===== src/core/lux_limit_consts.vh =====
// Constants for the light threshold limit register bank
// Summary of operation
// - Lower threshold at 02h, exponent bits 15:12, mantissa 11:0, reset zero.
// - Lower threshold bounds the comparison feeding interrupt and both flags.
// - Upper threshold bounds the comparison feeding interrupt and both flags.
// - Mantissa is unsigned straight binary from zero to exponent full scale.
// - Threshold lux is 0.01 times two to the exponent times mantissa.
// - Exponents 0 to 11 give LSB 0.01 to 20.48 lux.
// - Measurement and thresholds compared in lux, so exponents may differ.
// - Upper threshold at 03h, same layout, resets to BFFFh.
// - Comparison uses the unmasked measurement, ignoring the exponent mask bit.
// - Read-only maker identity register at 7Eh returns a fixed code.
// - Read-only part identity register at 7Fh returns a fixed code.
// - Under-limit flag set after configured consecutive conversions below lower threshold.
// - Fault setting 00,01,10,11 needs one, two, four, eight consecutive events.
`ifndef LUX_LIMIT_CONSTS_VH
`define LUX_LIMIT_CONSTS_VH

// ****************************************
// Register offsets
// ****************************************
`define OFS_LOWER         7'h02
`define OFS_UPPER         7'h03
`define OFS_CONTROL       7'h40
`define OFS_STATUS        7'h41
`define OFS_MEAS          7'h42
`define OFS_MAKER         7'h7E
`define OFS_PART          7'h7F

// ****************************************
// Field positions
// ****************************************
`define EXP_MSB           15
`define EXP_LSB           12
`define MAN_MSB           11
`define MAN_LSB           0
`define CTL_FAULT_MSB     1
`define CTL_FAULT_LSB     0
`define CTL_MASK_BIT      2
`define CTL_LATCH_BIT     3
`define CTL_RANGE_MSB     7
`define CTL_RANGE_LSB     4
`define STAT_OVER_BIT     0
`define STAT_UNDER_BIT    1

// ****************************************
// Reset values and fixed codes
// ****************************************
`define LOWER_RESET       16'h0000
`define UPPER_RESET       16'hBFFF
`define CONTROL_RESET     16'h00C8
`define MEAS_RESET        16'h0000
`define RDATA_RESET       16'h0000
`define MAKER_CODE        16'hA5C3 // Arbitrary value
`define PART_CODE         16'h0F1E // Arbitrary value
`define RANGE_AUTO        4'hC
`define EXP_ZERO          4'h0

// ****************************************
// Lux scale and consecutive fault counts
// ****************************************
`define LUX_W             27
`define FAULT_SEL_ONE     2'b00
`define FAULT_SEL_TWO     2'b01
`define FAULT_SEL_FOUR    2'b10
`define FAULT_SEL_EIGHT   2'b11
`define FAULT_CNT_ONE     4'h1
`define FAULT_CNT_TWO     4'h2
`define FAULT_CNT_FOUR    4'h4
`define FAULT_CNT_EIGHT   4'h8

`endif


===== src/core/lux_fault_count.v =====
// Consecutive fault event counter for one comparison direction
`timescale 1ns/1ps
`include "lux_limit_consts.vh"

module lux_fault_count (
	// Clock and reset
	input  wire       clk_i,
	input  wire       rst_i,
	// Conversion events
	input  wire       sample_i,
	input  wire       fault_i,
	input  wire [1:0] setting_i,
	// Result
	output reg        hit_o
);

	reg  [3:0] cnt_reg;
	reg  [3:0] cnt_next;
	reg        hit_next;
	wire [3:0] need;
	wire [3:0] cnt_inc;

	// Number of consecutive faults the setting asks for
	function [3:0] need_count;
		input [1:0] sel;
		begin
			case (sel)
				`FAULT_SEL_ONE:  need_count = `FAULT_CNT_ONE;
				`FAULT_SEL_TWO:  need_count = `FAULT_CNT_TWO;
				`FAULT_SEL_FOUR: need_count = `FAULT_CNT_FOUR;
				default:         need_count = `FAULT_CNT_EIGHT;
			endcase
		end
	endfunction

	assign need    = need_count(setting_i);
	assign cnt_inc = cnt_reg + 4'h1;

	// Count runs of faults; a clean conversion restarts the run
	always @* begin
		cnt_next = cnt_reg;
		hit_next = 1'b0;
		if (sample_i) begin
			if (fault_i) begin
				// Saturate so a lasting fault keeps hitting
				if (cnt_inc >= need) begin
					cnt_next = need;
					hit_next = 1'b1;
				end else begin
					cnt_next = cnt_inc;
				end
			end else begin
				cnt_next = 4'h0;
			end
		end
	end

	// Counter and hit pulse
	always @(posedge clk_i) begin
		if (rst_i) begin
			cnt_reg <= 4'h0;
			hit_o   <= 1'b0;
		end else begin
			cnt_reg <= cnt_next;
			hit_o   <= hit_next;
		end
	end

endmodule // lux_fault_count


===== src/core/light_threshold_limit_regs.v =====
// Threshold and identity registers with lux comparison and limit flags
//
// Decided for this implementation: the strobed register port.
`timescale 1ns/1ps
`include "lux_limit_consts.vh"

module light_threshold_limit_regs (
	// Clock and reset
	input  wire        CORE_CLK_I,
	input  wire        RST_I,
	// Register port
	input  wire [6:0]  ADDR_I,
	input  wire [15:0] WDATA_I,
	input  wire        WR_I,
	input  wire        RD_I,
	output reg  [15:0] RDATA_O,
	// Conversion result from the converter
	input  wire [15:0] MEAS_I,
	input  wire        MEAS_VALID_I,
	// Limit reporting
	output reg         OVER_LIMIT_O,
	output reg         UNDER_LIMIT_O,
	output reg         INT_O
);

	// ****************************************
	// Storage
	// ****************************************
	reg  [15:0] lower_reg;
	reg  [15:0] lower_next;
	reg  [15:0] upper_reg;
	reg  [15:0] upper_next;
	reg  [15:0] control_reg;
	reg  [15:0] control_next;
	reg  [15:0] meas_reg;
	reg  [15:0] meas_next;
	reg  [15:0] rdata_next;
	reg         over_flag_reg;
	reg         over_flag_next;
	reg         under_flag_reg;
	reg         under_flag_next;
	reg         int_next;
	reg         sample_reg;
	reg         above_reg;
	reg         below_reg;

	// ****************************************
	// Field views
	// ****************************************
	wire [3:0]  lower_threshold_exponent;
	wire [11:0] lower_threshold_mantissa;
	wire [3:0]  upper_threshold_exponent;
	wire [11:0] upper_threshold_mantissa;
	wire [1:0]  consecutive_fault_setting;
	wire        exponent_mask_bit;
	wire        latch_mode_bit;
	wire [3:0]  range_select_code;
	wire [`LUX_W-1:0] lower_lux;
	wire [`LUX_W-1:0] upper_lux;
	wire [`LUX_W-1:0] meas_lux;
	wire        over_hit;
	wire        under_hit;
	wire        status_rd;
	wire        mask_active;
	reg  [15:0] meas_masked;
	wire        wr_lower;
	wire        wr_upper;
	wire        wr_control;

	// Threshold fields
	assign lower_threshold_exponent  = lower_reg[`EXP_MSB:`EXP_LSB];
	assign lower_threshold_mantissa  = lower_reg[`MAN_MSB:`MAN_LSB];
	assign upper_threshold_exponent  = upper_reg[`EXP_MSB:`EXP_LSB];
	assign upper_threshold_mantissa  = upper_reg[`MAN_MSB:`MAN_LSB];

	// Control fields
	assign consecutive_fault_setting = control_reg[`CTL_FAULT_MSB:`CTL_FAULT_LSB];
	assign exponent_mask_bit         = control_reg[`CTL_MASK_BIT];
	assign latch_mode_bit            = control_reg[`CTL_LATCH_BIT];
	assign range_select_code         = control_reg[`CTL_RANGE_MSB:`CTL_RANGE_LSB];

	// ****************************************
	// Address decode
	// ****************************************

	// One comparator shared by every strobe, so reads and writes see one map
	function offset_hit;
		input [6:0] addr;
		input [6:0] offset;
		begin
			offset_hit = (addr == offset);
		end
	endfunction

	// Write strobes for lower, upper and control plus the status read strobe; status, measurement and identity offsets get no write strobe
	assign wr_lower   = WR_I && offset_hit(ADDR_I, `OFS_LOWER);
	assign wr_upper   = WR_I && offset_hit(ADDR_I, `OFS_UPPER);
	assign wr_control = WR_I && offset_hit(ADDR_I, `OFS_CONTROL);
	assign status_rd  = RD_I && offset_hit(ADDR_I, `OFS_STATUS);

	// ****************************************
	// Lux conversion
	// ****************************************

	// Mantissa shifted by exponent; the common 0.01 lux factor cancels in every
	// comparison, so the integer form orders exactly like the lux values
	function [`LUX_W-1:0] to_lux;
		input [3:0]  expo;
		input [11:0] mant;
		reg   [`LUX_W-1:0] wide;
		begin
			wide   = {{(`LUX_W-12){1'b0}}, mant};
			to_lux = wide << expo;
		end
	endfunction

	// Each operand converted on its own exponent before comparing
	assign lower_lux = to_lux(lower_threshold_exponent, lower_threshold_mantissa);
	assign upper_lux = to_lux(upper_threshold_exponent, upper_threshold_mantissa);
	// Raw measurement always, whatever the mask bit says
	assign meas_lux  = to_lux(MEAS_I[`EXP_MSB:`EXP_LSB], MEAS_I[`MAN_MSB:`MAN_LSB]);

	// Mask only touches the readback copy, with a manual range selected
	assign mask_active = exponent_mask_bit && (range_select_code < `RANGE_AUTO);

	// Exponent forced to zero in the masked copy; the mantissa passes untouched
	always @* begin
		meas_masked = meas_reg;
		if (mask_active) begin
			meas_masked[`EXP_MSB:`EXP_LSB] = `EXP_ZERO;
		end
	end

	// ****************************************
	// Comparison stage
	// ****************************************

	// Conversion strobe, delayed to line up with the registered compare
	always @(posedge CORE_CLK_I) begin
		if (RST_I) begin
			sample_reg <= 1'b0;
		end else begin
			sample_reg <= MEAS_VALID_I;
		end
	end

	// Register the compare so the long shifters do not sit in front of the counters
	always @(posedge CORE_CLK_I) begin
		if (RST_I) begin
			above_reg <= 1'b0;
			below_reg <= 1'b0;
		end else begin
			above_reg <= (meas_lux > upper_lux);
			below_reg <= (meas_lux < lower_lux);
		end
	end

	// ****************************************
	// Consecutive fault counters
	// ****************************************

	// Above the upper bound
	lux_fault_count over_count (
		.clk_i     (CORE_CLK_I),
		.rst_i     (RST_I),
		.sample_i  (sample_reg),
		.fault_i   (above_reg),
		.setting_i (consecutive_fault_setting),
		.hit_o     (over_hit)
	);

	// Below the lower bound
	lux_fault_count under_count (
		.clk_i     (CORE_CLK_I),
		.rst_i     (RST_I),
		.sample_i  (sample_reg),
		.fault_i   (below_reg),
		.setting_i (consecutive_fault_setting),
		.hit_o     (under_hit)
	);

	// ****************************************
	// Limit flags
	// ****************************************

	// Over flag: latched mode holds it until a status read, transparent mode
	// lets an under hit clear it. A set in the clearing cycle always wins.
	always @* begin
		over_flag_next = over_flag_reg;
		if (latch_mode_bit) begin
			if (status_rd) begin
				over_flag_next = 1'b0;
			end
		end else if (under_hit) begin
			over_flag_next = 1'b0;
		end
		if (over_hit) begin
			over_flag_next = 1'b1;
		end
	end

	// Under flag, the mirror image: an over hit clears it in transparent mode
	always @* begin
		under_flag_next = under_flag_reg;
		if (latch_mode_bit) begin
			if (status_rd) begin
				under_flag_next = 1'b0;
			end
		end else if (over_hit) begin
			under_flag_next = 1'b0;
		end
		if (under_hit) begin
			under_flag_next = 1'b1;
		end
	end

	// Pin follows either flag, from the same next values so all three agree
	always @* begin
		int_next = over_flag_next | under_flag_next;
	end

	// Flag state
	always @(posedge CORE_CLK_I) begin
		if (RST_I) begin
			over_flag_reg  <= 1'b0;
			under_flag_reg <= 1'b0;
		end else begin
			over_flag_reg  <= over_flag_next;
			under_flag_reg <= under_flag_next;
		end
	end

	// Pins get their own flops so every output leaves straight from a register
	always @(posedge CORE_CLK_I) begin
		if (RST_I) begin
			OVER_LIMIT_O  <= 1'b0;
			UNDER_LIMIT_O <= 1'b0;
			INT_O         <= 1'b0;
		end else begin
			OVER_LIMIT_O  <= over_flag_next;
			UNDER_LIMIT_O <= under_flag_next;
			INT_O         <= int_next;
		end
	end

	// ****************************************
	// Register writes
	// ****************************************

	// Lower threshold takes the whole word; both fields are host owned
	always @* begin
		lower_next = lower_reg;
		if (wr_lower) begin
			lower_next = WDATA_I;
		end
	end

	// Upper threshold, same layout as the lower one
	always @* begin
		upper_next = upper_reg;
		if (wr_upper) begin
			upper_next = WDATA_I;
		end
	end

	// Control keeps only its low byte; the upper byte reads back zero
	always @* begin
		control_next = control_reg;
		if (wr_control) begin
			control_next = {8'h00, WDATA_I[7:0]};
		end
	end

	// Last conversion, kept for readback only; the compare uses the live feed
	always @* begin
		meas_next = meas_reg;
		if (MEAS_VALID_I) begin
			meas_next = MEAS_I;
		end
	end

	// Lower threshold storage
	always @(posedge CORE_CLK_I) begin
		if (RST_I) begin
			lower_reg <= `LOWER_RESET;
		end else begin
			lower_reg <= lower_next;
		end
	end

	// Upper threshold storage
	always @(posedge CORE_CLK_I) begin
		if (RST_I) begin
			upper_reg <= `UPPER_RESET;
		end else begin
			upper_reg <= upper_next;
		end
	end

	// Control storage
	always @(posedge CORE_CLK_I) begin
		if (RST_I) begin
			control_reg <= `CONTROL_RESET;
		end else begin
			control_reg <= control_next;
		end
	end

	// Measurement copy storage
	always @(posedge CORE_CLK_I) begin
		if (RST_I) begin
			meas_reg <= `MEAS_RESET;
		end else begin
			meas_reg <= meas_next;
		end
	end

	// ****************************************
	// Register reads
	// ****************************************

	// Read data stands only in the cycle after the strobe; unmapped reads zero
	always @* begin
		rdata_next = 16'h0000;
		if (RD_I) begin
			case (ADDR_I)
				`OFS_LOWER:   rdata_next = lower_reg;
				`OFS_UPPER:   rdata_next = upper_reg;
				`OFS_CONTROL: rdata_next = control_reg;
				`OFS_STATUS:  rdata_next = {14'h0000, under_flag_reg, over_flag_reg};
				`OFS_MEAS:    rdata_next = meas_masked;
				`OFS_MAKER:   rdata_next = `MAKER_CODE;
				`OFS_PART:    rdata_next = `PART_CODE;
				default:      rdata_next = 16'h0000;
			endcase
		end
	end

	// Read data register
	always @(posedge CORE_CLK_I) begin
		if (RST_I) begin
			RDATA_O <= `RDATA_RESET;
		end else begin
			RDATA_O <= rdata_next;
		end
	end

endmodule // light_threshold_limit_regs


===== config.mk =====
export PLATFORM = sky130hd
export DESIGN_NAME = light_threshold_limit_regs
export DESIGN_NICKNAME = d
export VERILOG_FILES = /design/src/core/lux_fault_count.v /design/src/core/light_threshold_limit_regs.v
export VERILOG_INCLUDE_DIRS = /design/src /design/src/core
export SDC_FILE = /design/constraint.sdc
export NUM_CORES = 1
export LEC_CHECK = 0
export ABC_CLOCK_PERIOD_IN_PS = 8200
export BUFFER_PORTS_ARGS = -buffer_cell sky130_fd_sc_hd__buf_2
export CAP_MARGIN = 5
export CORE_ASPECT_RATIO = 0.6
export CORE_MARGIN = 1.5
export CORE_UTILIZATION = 25
export CTS_BUF_LIST = sky130_fd_sc_hd__clkbuf_4 sky130_fd_sc_hd__clkbuf_8 sky130_fd_sc_hd__clkbuf_16
export DETAILED_ROUTE_END_ITERATION = 8
export RECOVER_POWER = 25
export SLEW_MARGIN = 5
export SYNTH_ARGS = -nofsm -noshare
export SYNTH_HDL_FRONTEND = slang
export SYNTH_HIERARCHICAL = 1
export SYNTH_SLANG_ARGS = --single-unit

===== constraint.sdc =====
create_clock -name CORE_CLK_I -period 8.2 [get_ports CORE_CLK_I]
set_clock_uncertainty 0.2 [all_clocks]
set_input_delay 0 -clock CORE_CLK_I [delete_from_list [all_inputs] [get_ports CORE_CLK_I]]
set_output_delay 0 -clock CORE_CLK_I [all_outputs]
set_load 0.05 [all_outputs]

==> results_dict.tcl, run 1 <==
set metrics [dict create \
    outcome "finished, violations left" \
    failed_checks "negative hold slack" \
    worstPathCellList "mux2_2 -> nand2_1 -> o21ai_0 -> mux2_2 -> o21ai_0 -> ha_1 -> a21oi_1 -> o21ai_0 -> a221oi_1 -> o211ai_1 -> a2111oi_0 -> a21oi_1" \
    initial_core_util_pct 25.8 \
    wl_per_cell_um 19.2 \
    rsz0062_at_grt "false" \
    final_area_um2 8260 \
    startpoint_type "flop" \
    register_area_um2 1760 \
    gp_congestion 0.948 \
    critPathMostFrequentCell "o21ai_0" \
    ios 63 \
    fmax_mhz 256 \
    setup_tns_ps 0 \
    relSlewSlack_pct 17.8 \
    timing_hold_violations_final 1 \
    synth_top_area_cell "dfxtp_1" \
    finalWirelength_mm 25.3 \
    syn_inst 882 \
    max_slew.worst_pin.slew_ps 1230 \
    cts.path.max_buffers 2 \
    drt_first_iter_violations 946 \
    n_fill_cell 2908 \
    ir_drop_mv 0.0792 \
    holdWs_ps -1.90 \
    r2r_slack_ps 4290 \
    p_leak_nw 3.32 \
    antenna_found_initial 1 \
    nets 1060 \
    grt_max_degree 51 \
    post-dp-hpwl_mm 20.2 \
    portBuffers 62 \
    syn_area_um2 6930 \
    die_h_um 132 \
    synth_edf_count 0 \
    synth_top_area_share_pct 25.4 \
    final_max_slew_viol_count 0 \
    cts_setup_buffers 0 \
    h-tree-depth 3 \
    synthFlopType "dfxtp_1" \
    drc 0 \
    path_class "reg2reg" \
    crit_path_top_delay_cell "dfxtp_1" \
    drive_above_1_share_pct 11.7 \
    dr.pass1.iters 6 \
    maxCapViolCount 0 \
    arrival_ps 3950 \
    core_area_um2 26800 \
    fin_crit_ps 3910 \
    synth-async-reset-ratio_pct 0 \
    area_delta_synth_final_pct 19.2 \
    cts-hold-fix-buffers 49 \
    synth_seq_cells 88 \
    cts_tree "built" \
    rows 46 \
    yosysUniqueCellTypes 68 \
    synth_area_per_cell_um2 7.86 \
    power_density_nw_per_um2 129 \
    ys_top_cells_by_area "dfxtp_1 25%, mux2i_1 11%, ha_1 11%" \
    fp.dieW_um 218 \
    dpl_cell_area_um2 7500 \
    total_power_w 0.00107 \
    yosysSeqAreaShare_pct 25.4 \
    via_per_inst 5.22 \
    multi_input_area_um2 4880 \
    num_vias 6900 \
    ys_warn_count 6 \
    cp_max_fo 20 \
    n_antenna_cell 0 \
    hold_path_class "in2reg" \
    setup_violations 0 \
    endpoint_kind "flop" \
    synth_nets 986 \
    path_clk_slew_ps 70 \
    clock-root-buffer "clkbuf_16" \
    insertion_delay_ps 370 \
    crit_required_ps 8250 \
    antenna_left 0 \
    cpPeakStageDelay_ps 850 \
    grt_pass1_wl_mm 37.4 \
    ctsResizeCount 0 \
    grt_pass1_vias 6039 \
    tritoncts.num_buffers 9 \
    die_area_um2 28800 \
    grt_util_all_layers_pct 17.5 \
    period_share_pct 47.6 \
    overflow 0 \
    cts_sinks 88 \
]
path summary, 6_finish.rpt:
path | startpoint | to | depth (start not counted)
worst max-delay path | upper_reg[13] | above_reg | 12
worst min register to register | control_reg[4] | control_reg[4] | 2
worst min-delay path | RST_I | OVER_LIMIT_O | 3
worst max register to register | upper_reg[13] | above_reg | 12
worst max-delay path: cells and delay by family, from the launching register on:
family,cells,cell delay [ps]
flops,1,850
mux,2,790
compound gates,8,1600
fa+ha+maj,1,290
simple gates,1,60
per-stage QoR:
stage                     cells  setup slack [ps]  util [%]
after floorplan             882              4980         -
final                      1321              4290      30.8
after global routing       1321              4010      30.8
after CTS                  1321              4410      30.9
after detailed placement   1256              4440      27.9
after global placement     1256              4500      27.9
cells in the final DEF (no fill, tap or decap), drive strengths merged, types with 8 or more instances in the layout:
cell,count
nand2,154
dfxtp,88
nor2,85
mux2i,78
a21oi,71
ha,60
dlygate4sd3,49
buf,47
nand3,45
o21ai,43
clkbuf,32
mux2,24
nor2b,15
nand2b,15
inv,14
nor3,13
a22oi,9
a221oi,8
nand4,8
metal layers:
layer,part of all wire (%),vias to the layer above,global-route usage (%)
li1,-,3318,-
met1,53,3191,29.6
met2,32,371,18.2
met3,14,16,8.05
met4,0.66,4,2.76
met5,0.091,-,0
layout make-up:
type | count | area share [%]
clock buffers | 12 | 3.23
flip-flops and latches | 88 | 21.3
well taps | 360 | 5.45
multi-input cells | 727 | 59.1
clock inverters | 4 | 0.439
repair buffers | 116 | 9.85
inverters | 14 | 0.636
synth_stat cells, types with 9 or more instances:
| library cell | n |
|---|---|
| o21ai_0 | 41 |
| inv_1 | 13 |
| nand2b_1 | 13 |
| nor2b_1 | 15 |
| nand2_1 | 154 |
| nor3_1 | 10 |
| a22oi_1 | 9 |
| buf_2 | 13 |
| dfxtp_1 | 88 |
| nor2_1 | 85 |
| mux2_2 | 20 |
| ha_1 | 60 |
| a21oi_1 | 71 |
| mux2i_1 | 78 |
| nand3_1 | 44 |
| clkbuf_1 | 32 |
logic make-up after synthesis:
logic type      count (synthesis)  synth area share [%]
compound gates                182                  17.2
xor+xnor                        6                 0.758
fa+ha+maj                      60                  10.8
buf+inv                        67                  4.10
flops                          88                  25.4
mux                           106                  16.7
simple gates                  373                  25.0
where the power goes:
part           total (W)  switching, W  internal [W]
Clock           0.000420      0.000187      0.000233
Combinational   0.000202      0.000118     0.0000842
Sequential      0.000446    0.00000968      0.000436
Note: power is estimated with default switching activity, not from simulation.
==> run 2, diff against run 1 <==
--- a/config.mk
+++ b/config.mk
@@ -6,7 +6,7 @@
 export SDC_FILE = /design/constraint.sdc
 export NUM_CORES = 1
 export LEC_CHECK = 0
-export ABC_CLOCK_PERIOD_IN_PS = 8200
+export ABC_CLOCK_PERIOD_IN_PS = 4000
 export BUFFER_PORTS_ARGS = -buffer_cell sky130_fd_sc_hd__buf_2
 export CAP_MARGIN = 5
 export CORE_ASPECT_RATIO = 0.6
==> constraint.sdc (replaced) <==
create_clock -name CORE_CLK_I -period 4 [get_ports CORE_CLK_I]
set_clock_uncertainty 0.2 [all_clocks]
set_input_delay 0 -clock CORE_CLK_I [delete_from_list [all_inputs] [get_ports CORE_CLK_I]]
set_output_delay 0 -clock CORE_CLK_I [all_outputs]
set_load 0.05 [all_outputs]
==> run 2 against run 1 <==
Compared with the run above: the run now ends clean; total power grew 100%; clock-buffer cell count shrank 3; worst setup slack lost 4100 ps; final cell count grew 0.15%; wire length shrank 1.1%.
==> results_dict.tcl, run 2 (synthesized netlist as in run 1, its figures left out) <==
set metrics [dict create \
    drive_above_1_share_pct 12.5 \
    power_density_nw_per_um2 259 \
    antenna_found_initial 1 \
    startpoint_type "input pin" \
    arrival_ps 3790 \
    setup_violations 0 \
    grt_max_degree 27 \
    crit_required_ps 4030 \
    grt_pass1_vias 6147 \
    p_leak_nw 3.33 \
    final_common_cell "nand2_1" \
    relSlewSlack_pct 18.6 \
    fp.dieW_um 218 \
    fin_crit_ps 3760 \
    cts_setup_buffers 0 \
    cts_sinks 88 \
    gp_congestion 0.951 \
    drt_first_iter_violations 868 \
    clock-root-buffer "clkbuf_16" \
    final_max_slew_viol_count 0 \
    overflow 0 \
    fmax_mhz 266 \
    portBuffers 62 \
    num_vias 6951 \
    drc 0 \
    hold_path_class "in2reg" \
    crit_path_top_delay_cell "dlygate4sd3_1" \
    setup_tns_ps 0 \
    endpoint_kind "flop" \
    p_seq_share_pct 42.7 \
    max_slew.worst_pin.slew_ps 1220 \
    outcome "finished, final reports clean" \
    p_clk_share_pct 38.1 \
    critPathMostFrequentCell "o21ai_0" \
    h-tree-depth 3 \
    crit_buf_inv 4 \
    worstPathCellList "dlygate4sd3_1 -> buf_2 -> mux2_2 -> o21ai_0 -> buf_4 -> o21ai_0 -> nand2_1 -> o21ai_0 -> ha_1 -> nand4_1 -> inv_1 -> a221oi_1 -> o211ai_1 -> a2111oi_0 -> a21oi_1" \
    ctsResizeCount 0 \
    cts-hold-fix-buffers 44 \
    final_util_pct 30.8 \
    cts.path.max_buffers 2 \
    wl_per_cell_um 18.9 \
    grt_pass1_wl_mm 37.1 \
    via_per_inst 5.25 \
    nets 1063 \
    rsz0062_at_grt "false" \
    die_h_um 132 \
    path_class "in2reg" \
    cpLargestDelayFamily "compound AO/OA/AOI/OAI gates" \
    holdWs_ps 71.7 \
    die_area_um2 28800 \
    final_cell_mix "154 x nand2_1, 88 x dfxtp_1, 85 x nor2_1" \
    p_sw_share_pct 30.1 \
    dr.pass1.iters 6 \
    p_comb_share_pct 19.2 \
    timing_hold_violations_final 0 \
    cts_tree "built" \
    ir_drop_mv 0.205 \
    initial_core_util_pct 25.8 \
    cpPeakStageDelay_ps 530 \
    insertion_delay_ps 350 \
    grt_util_all_layers_pct 17.1 \
    p_switching_w 0.000642 \
    tritoncts.num_buffers 9 \
    finalWirelength_mm 25.1 \
    post-dp-hpwl_mm 20.2 \
    core_area_um2 26800 \
    path_clk_slew_ps 70 \
    antenna_left 0 \
    cp_max_fo 19 \
    p_int_w 0.00149 \
    period_share_pct 93.9 \
    maxCapViolCount 0 \
    area_delta_synth_final_pct 19.1 \
    n_fill_cell 2924 \
    n_antenna_cell 0 \
    ios 63 \
    rows 46 \
]
==> run 2: changes by cell type in the layout (fill, tap and decap cells not counted), sizes merged <==
cell	before	now
buf	47	55
clkbuf	32	29
clkinv	3	2
clkinvlp	1	2
dlygate4sd3	49	44
inv	14	16
==> run 2: final timing paths <==
check                                    to  depth (start not counted)  slack (ps)          start
worst max-delay path              above_reg                         15         240     MEAS_I[13]
worst min-delay path             RDATA_O[0]                          4          70      ADDR_I[6]
worst min register to register  RDATA_O[15]                          2         270   meas_reg[15]
worst max register to register    below_reg                         13         420  lower_reg[13]
==> run 2: power groups by stage <==
stage	registers (W)	logic [W]	clock network, W
after CTS	0.000909	0.000398	0.000826
final	0.000911	0.000409	0.000813
after detailed placement	0.000929	0.000360	0
after global routing	0.000912	0.000445	0.000859
after floorplan	0.000925	0.000238	0
after global placement	0.000930	0.000357	0
==> run 2: worst min-delay path, delay by kind of cell <==
family	cells	cell delay, ps
compound gates	2	260
simple gates	1	90
buf+inv	1	220
==> run 2: routing by layer <==
metal	vias to the layer above	GRT usage, %	wire length, um
li1	3322	-	-
met2	334	19.3	8150
met5	-	0	0
met4	0	1.11	82
met3	10	6.25	3330
met1	3285	29.4	13500
==> run 2: area by class of cell <==
class	instances	area [um2]	share of cell area, %
tap	360	450	5.46
clock inverter	6	52.6	0.637
sequential	88	1760	21.4
clock buffer	9	225	2.73
inverter	14	52.6	0.637
multi-input combinational	727	4880	59.2
timing repair buffer	119	823	9.98
==> run 2: per-stage QoR <==
| stage | instances | cell area (um2) | total power [W] | worst slack [ps] |
|---|---|---|---|---|
| after global routing | 1323 | 8250 | 0.00222 | 67.1 |
| after detailed placement | 1264 | 7560 | 0.00129 | 521 |
| final | 1323 | 8250 | 0.00213 | 242 |
| after floorplan | 882 | 6930 | 0.00116 | 775 |
| after global placement | 1264 | 7560 | 0.00129 | 499 |
| after CTS | 1323 | 8270 | 0.00213 | 382 |
